## config.mk

```make
export PLATFORM = sky130hd
export DESIGN_NAME = spl_top
export DESIGN_NICKNAME = d
export VERILOG_FILES = /design/src/shared/spl_pkg.sv /design/src/core/spl_sync.sv /design/src/core/spl_top.sv
export SDC_FILE = /design/constraint.sdc
export NUM_CORES = 1
export LEC_CHECK = 0
export ABC_AREA = 1
export BUFFER_PORTS_ARGS = -buffer_cell sky130_fd_sc_hd__clkbuf_2
export CORE_MARGIN = 8
export CORE_UTILIZATION = 55
export CTS_CLUSTER_SIZE = 16
export DETAILED_ROUTE_END_ITERATION = 6
export PLACE_DENSITY_LB_ADDON = 0.1
export SETUP_SLACK_MARGIN = 0.2
export SYNTH_ARGS = -nofsm -noshare
export SYNTH_HDL_FRONTEND = slang
export SYNTH_SLANG_ARGS = --single-unit
```

## constraint.sdc

```tcl
create_clock -name clk -period 4.1 [get_ports clk]
set_input_delay 0.615 -clock clk [delete_from_list [all_inputs] [get_ports clk]]
set_output_delay 0.615 -clock clk [all_outputs]
set_load 0.005 [all_outputs]
```

## src/shared/spl_pkg.sv

```systemverilog
package spl_pkg;

   ////////////////////////////////////////////////////////////////////////
   // Serial command decoding
   localparam logic [7:0] SPL_OP_RD_PROT  = 8'h3c;
   localparam logic [4:0] SPL_OP_LAST     = 5'h07;
   localparam logic [4:0] SPL_ADDR_LAST   = 5'h17;
   localparam int         SPL_ADDR_W      = 24;

   ////////////////////////////////////////////////////////////////////////
   // Sector layout: eight sectors of 64 Kbyte
   localparam int         SPL_SECTORS     = 8;
   localparam int         SPL_SEC_W       = 3;
   localparam int         SPL_SEC_LSB     = 16;

   ////////////////////////////////////////////////////////////////////////
   // Status write fields
   localparam int         SPL_LOCK_POS    = 7;
   localparam int         SPL_GLB_HI      = 5;
   localparam int         SPL_GLB_LO      = 2;
   localparam logic [3:0] SPL_GLB_UNPROT  = 4'h0;
   localparam logic [3:0] SPL_GLB_PROT    = 4'hf;

   ////////////////////////////////////////////////////////////////////////
   // Protection summary codes
   localparam logic [1:0] SPL_SUM_NONE    = 2'h0;
   localparam logic [1:0] SPL_SUM_SOME    = 2'h1;
   localparam logic [1:0] SPL_SUM_ALL     = 2'h3;

   ////////////////////////////////////////////////////////////////////////
   // Values after reset, and synchroniser width
   localparam logic [7:0] SPL_FLAGS_RST   = 8'hff;
   localparam logic       SPL_LOCK_RST    = 1'h0;
   localparam logic [4:0] SPL_CNT_RST     = 5'h00;
   localparam int         SPL_SYNC_W      = 4;

   typedef enum logic [3:0] {
      SPL_ST_CMD  = 4'b0001,
      SPL_ST_ADDR = 4'b0010,
      SPL_ST_OUT  = 4'b0100,
      SPL_ST_SKIP = 4'b1000
   } spl_state_e;

endpackage

```

## src/core/spl_sync.sv

```systemverilog
module spl_sync
   import spl_pkg::*;
#(
   parameter int W = SPL_SYNC_W
)
(
   // Clock and control
   input  wire logic         clk,
   input  wire logic         rst,
   input  wire logic         ce,
   // Raw and synchronised levels
   input  wire logic [W-1:0] d,
   input  wire logic [W-1:0] rst_val,
   output logic      [W-1:0] q
);

   logic [W-1:0] s1_ff;
   logic [W-1:0] s2_ff;
   logic [W-1:0] nxt_s1;
   logic [W-1:0] nxt_s2;

   // First stage feeds only the second stage
   always_comb
   begin
      nxt_s1 = s1_ff;
      nxt_s2 = s2_ff;
      if (ce)
      begin
         nxt_s1 = d;
         nxt_s2 = s1_ff;
      end
   end

   genvar i;
   generate
      for (i = 0; i < W; i++)
      begin : g_bit
         always_ff @(posedge clk)
         begin
            if (rst)
            begin
               s1_ff[i] <= rst_val[i];
               s2_ff[i] <= rst_val[i];
            end
            else
            begin
               s1_ff[i] <= nxt_s1[i];
               s2_ff[i] <= nxt_s2[i];
            end
         end
      end
   endgenerate

   assign q = s2_ff;

endmodule // spl_sync

```

## src/core/spl_top.sv

```systemverilog
module spl_top
   import spl_pkg::*;
(
   // Clock, reset, enable
   input  wire logic                 clk,
   input  wire logic                 rst,
   input  wire logic                 ce,
   // Serial pins
   input  wire logic                 sck,
   input  wire logic                 cs_n,
   input  wire logic                 si,
   input  wire logic                 wp_n,
   output logic                      so,
   output logic                      so_oe,
   // Sector and status write requests
   input  wire logic                 sec_prot_req,
   input  wire logic                 sec_unprot_req,
   input  wire logic [SPL_SEC_W-1:0] sec_idx,
   input  wire logic                 sr_wr_req,
   input  wire logic [7:0]           sr_wr_data,
   // Status
   output logic                      protection_regs_lock_bit,
   output logic [1:0]                software_protect_summary,
   output logic                      hw_locked,
   output logic [SPL_SECTORS-1:0]    sector_flags,
   output logic                      req_ignored
);

   ////////////////////////////////////////////////////////////////////////
   // Pin synchronisers
   logic [SPL_SYNC_W-1:0] pins_s;
   logic                  sck_s;
   logic                  cs_n_s;
   logic                  si_s;
   logic                  wp_n_s;

   spl_sync #(.W(SPL_SYNC_W)) u_sync (
      .clk     (clk),
      .rst     (rst),
      .ce      (ce),
      .d       ({sck, cs_n, si, wp_n}),
      .rst_val (4'h7),
      .q       (pins_s)
   );

   assign {sck_s, cs_n_s, si_s, wp_n_s} = pins_s;

   ////////////////////////////////////////////////////////////////////////
   // Serial read of the sector protection flag
   spl_state_e            state_ff;
   spl_state_e            nxt_state;
   logic                  sck_prev_ff;
   logic                  nxt_sck_prev;
   logic [4:0]            cnt_ff;
   logic [4:0]            nxt_cnt;
   logic [SPL_ADDR_W-1:0] sh_ff;
   logic [SPL_ADDR_W-1:0] nxt_sh;
   logic [SPL_SEC_W-1:0]  sec_ff;
   logic [SPL_SEC_W-1:0]  nxt_sec;
   logic                  so_ff;
   logic                  nxt_so;
   logic                  so_oe_ff;
   logic                  nxt_so_oe;
   logic                  sck_rise;
   logic                  sck_fall;
   logic                  cur_flag;
   logic [SPL_SECTORS-1:0] flags_ff;

   assign sck_rise = sck_s & ~sck_prev_ff;
   assign sck_fall = ~sck_s & sck_prev_ff;
   assign cur_flag = flags_ff[sec_ff];

   always_comb
   begin
      logic [SPL_ADDR_W-1:0] shifted;
      shifted      = {sh_ff[SPL_ADDR_W-2:0], si_s};
      nxt_state    = state_ff;
      nxt_sck_prev = sck_prev_ff;
      nxt_cnt      = cnt_ff;
      nxt_sh       = sh_ff;
      nxt_sec      = sec_ff;
      nxt_so       = so_ff;
      nxt_so_oe    = so_oe_ff;
      if (ce)
      begin
         nxt_sck_prev = sck_s;
         if (cs_n_s)
         begin
            // Deselect aborts at any bit and floats the output
            nxt_state = SPL_ST_CMD;
            nxt_cnt   = SPL_CNT_RST;
            nxt_so_oe = 1'b0;
         end
         else
         begin
            unique case (state_ff)
               SPL_ST_CMD:
               begin
                  if (sck_rise)
                  begin
                     nxt_sh  = shifted;
                     nxt_cnt = cnt_ff + 5'h01;
                     if (cnt_ff == SPL_OP_LAST)
                     begin
                        nxt_cnt = SPL_CNT_RST;
                        if (shifted[7:0] == SPL_OP_RD_PROT)
                           nxt_state = SPL_ST_ADDR;
                        else
                           nxt_state = SPL_ST_SKIP;
                     end
                  end
               end
               SPL_ST_ADDR:
               begin
                  if (sck_rise)
                  begin
                     nxt_sh  = shifted;
                     nxt_cnt = cnt_ff + 5'h01;
                     if (cnt_ff == SPL_ADDR_LAST)
                     begin
                        // Any address inside the sector selects it
                        nxt_sec   = shifted[SPL_SEC_LSB +: SPL_SEC_W];
                        nxt_state = SPL_ST_OUT;
                     end
                  end
               end
               SPL_ST_OUT:
               begin
                  // Every bit of the byte equals the flag, so the byte
                  // repeats without a bit counter
                  if (sck_fall)
                  begin
                     nxt_so    = cur_flag;
                     nxt_so_oe = 1'b1;
                  end
               end
               SPL_ST_SKIP:
               begin
                  nxt_so_oe = 1'b0;
               end
            endcase
         end
      end
   end

   always_ff @(posedge clk)
   begin
      if (rst)
      begin
         state_ff    <= SPL_ST_CMD;
         sck_prev_ff <= 1'b0;
         cnt_ff      <= SPL_CNT_RST;
         sh_ff       <= '0;
         sec_ff      <= '0;
         so_ff       <= 1'b0;
         so_oe_ff    <= 1'b0;
      end
      else
      begin
         state_ff    <= nxt_state;
         sck_prev_ff <= nxt_sck_prev;
         cnt_ff      <= nxt_cnt;
         sh_ff       <= nxt_sh;
         sec_ff      <= nxt_sec;
         so_ff       <= nxt_so;
         so_oe_ff    <= nxt_so_oe;
      end
   end

   ////////////////////////////////////////////////////////////////////////
   // Protection flags and lock bit
   logic                   lock_ff;
   logic                   nxt_lock;
   logic [SPL_SECTORS-1:0] nxt_flags;
   logic [1:0]             sum_ff;
   logic [1:0]             nxt_sum;
   logic                   hw_ff;
   logic                   nxt_hw;
   logic                   ign_ff;
   logic                   nxt_ign;
   logic                   hw_active;
   logic [3:0]             glb;

   // The pin never touches the flags; it only gates the lock
   assign hw_active = ~wp_n_s & lock_ff;
   assign glb       = sr_wr_data[SPL_GLB_HI:SPL_GLB_LO];

   always_comb
   begin
      nxt_lock  = lock_ff;
      nxt_flags = flags_ff;
      nxt_ign   = ign_ff;
      if (ce)
      begin
         nxt_ign = 1'b0;
         // Sector commands only while unlocked
         if (sec_prot_req | sec_unprot_req)
         begin
            if (lock_ff)
               nxt_ign = 1'b1;
            else
               nxt_flags[sec_idx] = sec_prot_req;
         end
         if (sr_wr_req)
         begin
            if (hw_active)
               nxt_ign = 1'b1;
            else
            begin
               // Only the lock bit is stored
               nxt_lock = sr_wr_data[SPL_LOCK_POS];
               // Flags stay soft-locked through an unlocking write
               if (!lock_ff)
               begin
                  if (glb == SPL_GLB_UNPROT)
                     nxt_flags = '0;
                  else if (glb == SPL_GLB_PROT)
                     nxt_flags = '1;
               end
            end
         end
      end
      nxt_hw = nxt_lock & ~wp_n_s;
      if (&nxt_flags)
         nxt_sum = SPL_SUM_ALL;
      else if (|nxt_flags)
         nxt_sum = SPL_SUM_SOME;
      else
         nxt_sum = SPL_SUM_NONE;
      if (!ce)
      begin
         nxt_hw  = hw_ff;
         nxt_sum = sum_ff;
      end
   end

   always_ff @(posedge clk)
   begin
      if (rst)
      begin
         lock_ff  <= SPL_LOCK_RST;
         flags_ff <= SPL_FLAGS_RST;
         sum_ff   <= SPL_SUM_ALL;
         hw_ff    <= 1'b0;
         ign_ff   <= 1'b0;
      end
      else
      begin
         lock_ff  <= nxt_lock;
         flags_ff <= nxt_flags;
         sum_ff   <= nxt_sum;
         hw_ff    <= nxt_hw;
         ign_ff   <= nxt_ign;
      end
   end

   assign so                       = so_ff;
   assign so_oe                    = so_oe_ff;
   assign protection_regs_lock_bit = lock_ff;
   assign software_protect_summary = sum_ff;
   assign hw_locked                = hw_ff;
   assign sector_flags             = flags_ff;
   assign req_ignored              = ign_ff;
endmodule // spl_top

```

==> run summary <==
The logs give 0.000256 V for the worst IR drop on VDD and 4690 µm² for the area of the core. The number of sinks driven by the clock tree came out at 54. In this run the tool buffered the top-level ports with 32 buffer cells.

Setup repair after global routing left no endpoint under its margin. The worst register-to-register path has a setup slack of 2.28 ns. Number of optimization iterations in the first detailed-route pass: 5. The tools report the final sum of negative setup slack as 0 ns. Of all nets on the critical path, the largest fanout is 28. The fraction of layout instances using a drive strength above 1 is 0.135. The tools report the overall die area as 7340 µm². The area of combinational cells with multiple inputs is 1320 µm². After detailed routing, the met2 layer carries 2620 µm of wire.

The clock passes through at most 2 buffers. In this run the vertical extent of the chip is 85.7 µm. Yosys printed 0 warnings. The worst register-to-register path ends at sh_ff[1]$_SDFFE_PP0P_.

The reg-to-reg startpoint is state_ff[2]$_SDFFE_PP0P_. Synthesis inferred 54 register bits. Along the worst hold path, the cell count comes to 2. For the number of global-route vias before repair, the log shows 2174. The number of cells on the worst reg-to-reg path was 7.

The signal on the critical path passes through clkbuf_2 > inv_2 > nor3_1 > nand2_1 > inv_2 > o21ai_0 > a21oi_1. The total routing resource utilization after global routing was 0.159. For the number of nets in the finished design, the log shows 444. The sequential share of power is 0.553, and the overall via count from detail_route is 2488. The number of failing hold endpoints at the final stage came out at 0.

The post-layout instance area came out at 2890 µm². The worst setup path is captured at a flip-flop. Routability-driven placement finished with a final weighted congestion of 0.888. The netlist area before placement is 2670 µm².

Synthesized area per cell: 6.73 µm². The logs give 1080 µm² for the sequential standard cell area and 0 for the number of setup buffers added after CTS. Detailed routing placed a total of 207 µm of wire on met3.

The number of different library cells used by synthesis comes to 32. The count of hold-fix buffers inserted at cts is 0. The kind of critical path was in -> reg. The proportion of power drawn by combinational gates came out at 0.142. STA classifies the critical path startpoint as an input pin. The run gives 0 as the max-slew violation count. The tree is rooted in a clkbuf_8.

The overall overflow remaining after global route was 0; the share of total power consumed by net switching was 0.277. The half-perimeter wire length after detailed placement was 4200 µm; the ratio of final minimum period to clock period was 0.585. For the net switching power figure, the log shows 0.282 mW.

For the placement-stage cell area, the log shows 2790 µm². The tools report the number of antenna violations at the first check in global routing as 0. Once detail routing completed, the nets flagged for antenna violations numbered 0.

Post-synthesis net count: 419. 0 antenna diodes ended up in the layout. Post-CTS repair changed the size of 0 cells.

Entering global routing, the biggest net connects 43 pins. The cell leakage power was 1.36 nW. The max-capacitance violation count is 0, and the proportion of power drawn by the clock network is 0.306. The number of DRC markers after the initial detailed-route iteration is 138.

The CTS buffer count was 5; the routed wire length was 5650 µm. STA puts the critical path data arrival time at 2.64 ns. The startpoint identified for the worst hold timing path is sh_ff[17]$_SDFFE_PP0P_.

In the final routing, the length of wire on met1 measures 2780 µm. Master of the slowest instance on the critical path: clkbuf_2. The clock period could shrink to 2.40 ns. The number of H-tree levels was 2; the maximum cell stage delay along the critical path was 0.43 ns.

Boundary pin count: 36. For the effective utilization at floorplan, the log shows 0.569. The share of the synthesized area in the top cell type was 0.405; the via density per instance was 5.22. TritonCTS built the clock tree. The flow ran to the end, and the final reports show no timing, DRC or antenna violations. In the final routed layout, each cell accounts on average for 11.8 µm. The post-synthesis to final-layout area growth was 8.10%.

The proportion of synthesized chip area in sequential cells was 0.405. After detailed routing, the number of remaining DRC violations is 0. Ranked by total cell area, the synthesized netlist is headed by dfxtp_1 40%, nand2_1 14%, nor2_1 7.4%.

For the final core utilization, the log shows 0.615. The most numerous cell type found on the critical path is inv_2. The cell accounting for the most synthesized area was dfxtp_1. The worst hold path terminates at sh_ff[17]$_SDFFE_PP0P_. The class of the worst hold path was reg -> reg. The filler cell count in the final layout was 467. The first global-routing pass estimated 9780 µm of wire. The final number of setup-violating endpoints is 0, and the final clock skew is 0.0121 ns. For the pin with the worst max-slew slack, the measured transition is 1.07 ns.

Clock-pin slew was measured on the worst setup and hold paths at 0.10 ns. Peak clock frequency supported by timing: 0.417 GHz. The highest layer touched by signal routing is met4.

The number of standard cells after synthesis was 397; the floorplan die width was 85.7 µm. In this run the core area contains 25 standard-cell rows. The tools report the headroom to the max-slew limit as 0.285. The clock network latency to the later pin of the worst-skew pair was 0.31 ns.

The internal portion of the total power is 0.734 mW. For this design the ratio of total power to cell area is 352 nW/µm². At the worst endpoint, the required time is 4.34 ns.
==> power by group through the flow <==
stage | Combinational, mW | Clock, mW | Sequential [mW]
final | 0.144 | 0.311 | 0.561
after detailed placement | 0.144 | 0 | 0.574
after floorplan | 0.109 | 0 | 0.570
after global placement | 0.141 | 0 | 0.573
after global routing | 0.165 | 0.347 | 0.564
after CTS | 0.144 | 0.319 | 0.561
==> cells in the final DEF, fill, tap and decap left out, types with 2 or more instances in the layout <==
cell type,Yosys,final
o211ai_1,2,2
clkbuf_8,3,6
nand4_1,3,3
nand3_1,28,28
nand3_2,2,2
nand2_1,102,102
o21ai_0,32,32
nand2_2,2,2
nor2_1,53,53
clkbuf_2,0,32
nor2_2,7,7
inv_1,42,42
nor3_1,6,6
dfxtp_1,54,54
a21oi_1,36,36
inv_2,2,2
==> synth_stat cells <==
| library cell | number |
|---|---|
| ha_1 | 1 |
| inv_1 | 42 |
| buf_2 | 1 |
| nand3b_1 | 1 |
| nor4_4 | 1 |
| nor2_1 | 53 |
| or2_2 | 1 |
| nand3_1 | 28 |
| a21oi_1 | 36 |
| a32oi_1 | 1 |
| buf_6 | 3 |
| nand2_2 | 2 |
| buf_4 | 1 |
| and2_2 | 1 |
| nor3_1 | 6 |
| dfxtp_1 | 54 |
| and3_1 | 1 |
| nand2_1 | 102 |
| a31oi_1 | 1 |
| inv_2 | 2 |
| a221oi_1 | 1 |
| nand4_2 | 1 |
| nor3b_1 | 1 |
| o21ai_0 | 32 |
| clkbuf_8 | 3 |
| o31ai_1 | 1 |
| nand4_1 | 3 |
| nor2_2 | 7 |
| o211ai_1 | 2 |
| buf_1 | 1 |
| nand3_2 | 2 |
| clkbuf_1 | 5 |
==> flip-flops by register name, indices dropped and copies added (netlist names), 2 cells and up <==
| register | flops |
|---|---|
| state_ff | 4 |
| sec_ff | 3 |
| software_protect_summary | 2 |
| sector_flags | 8 |
| cnt_ff | 5 |
| u_sync.s1_ff | 4 |
| u_sync.q | 4 |
| sh_ff | 18 |
==> through the flow <==
step	worst slack (ns)	power, mW	hold slack (ns)	std cells
floorplan	2.43	0.680	0.429	397
CTS	1.69	1.03	0.464	477
detailed placement	1.38	0.717	0.448	469
global route	1.46	1.08	0.486	477
global placement	1.45	0.714	0.443	469
finish	1.70	1.02	0.460	477
==> worst max-delay path by stage <==
stage                                                           to  depth (start not counted)  slack (ns)  startpoint
after floorplan           software_protect_summary[0]$_SDFFE_PP1P_                         10        2.43          ce
after global placement                       sh_ff[1]$_SDFFE_PP0P_                          7        1.45          ce
after detailed placement                     sh_ff[1]$_SDFFE_PP0P_                          7        1.38          ce
after CTS                                    sh_ff[1]$_SDFFE_PP0P_                          7        1.69          ce
after global routing                         sh_ff[4]$_SDFFE_PP0P_                          7        1.46          ce
final                                        sh_ff[1]$_SDFFE_PP0P_                          7        1.70          ce
==> cell type report <==
type | instances | share of cell area
clock buffer | 6 | 0.0286
clock inverter | 2 | 0.00563
inverter | 44 | 0.0572
multi-input combinational | 285 | 0.455
sequential | 54 | 0.374
tap | 54 | 0.0234
timing repair buffer | 32 | 0.0555
==> kinds of logic (layout without fill, tap and decap cells) <==
| kind of cell | Yosys count | after routing | synth area share |
|---|---|---|---|
| flip-flops | 54 | 54 | 0.405 |
| buffers and inverters | 58 | 84 | 0.103 |
| AO/OA/AOI/OAI | 74 | 74 | 0.145 |
| AND/OR/NAND/NOR | 210 | 210 | 0.343 |
| adder cells (fa/ha/maj) | 1 | 1 | 0.00468 |
==> layer usage <==
layer	global-route usage	vias to the layer above
met3	0.0353	4
met5	0	-
met2	0.248	35
met4	0.0334	0
met1	0.217	1131
li1	-	1318
==> critical path, delay by kind of cell <==
kind,cells,cell delay (ns)
and+or+nand+nor,2,0.65
buffers and inverters,3,1.07
AOI/OAI and AO/OA,2,0.29
Power figures use the tool's default switching activity.
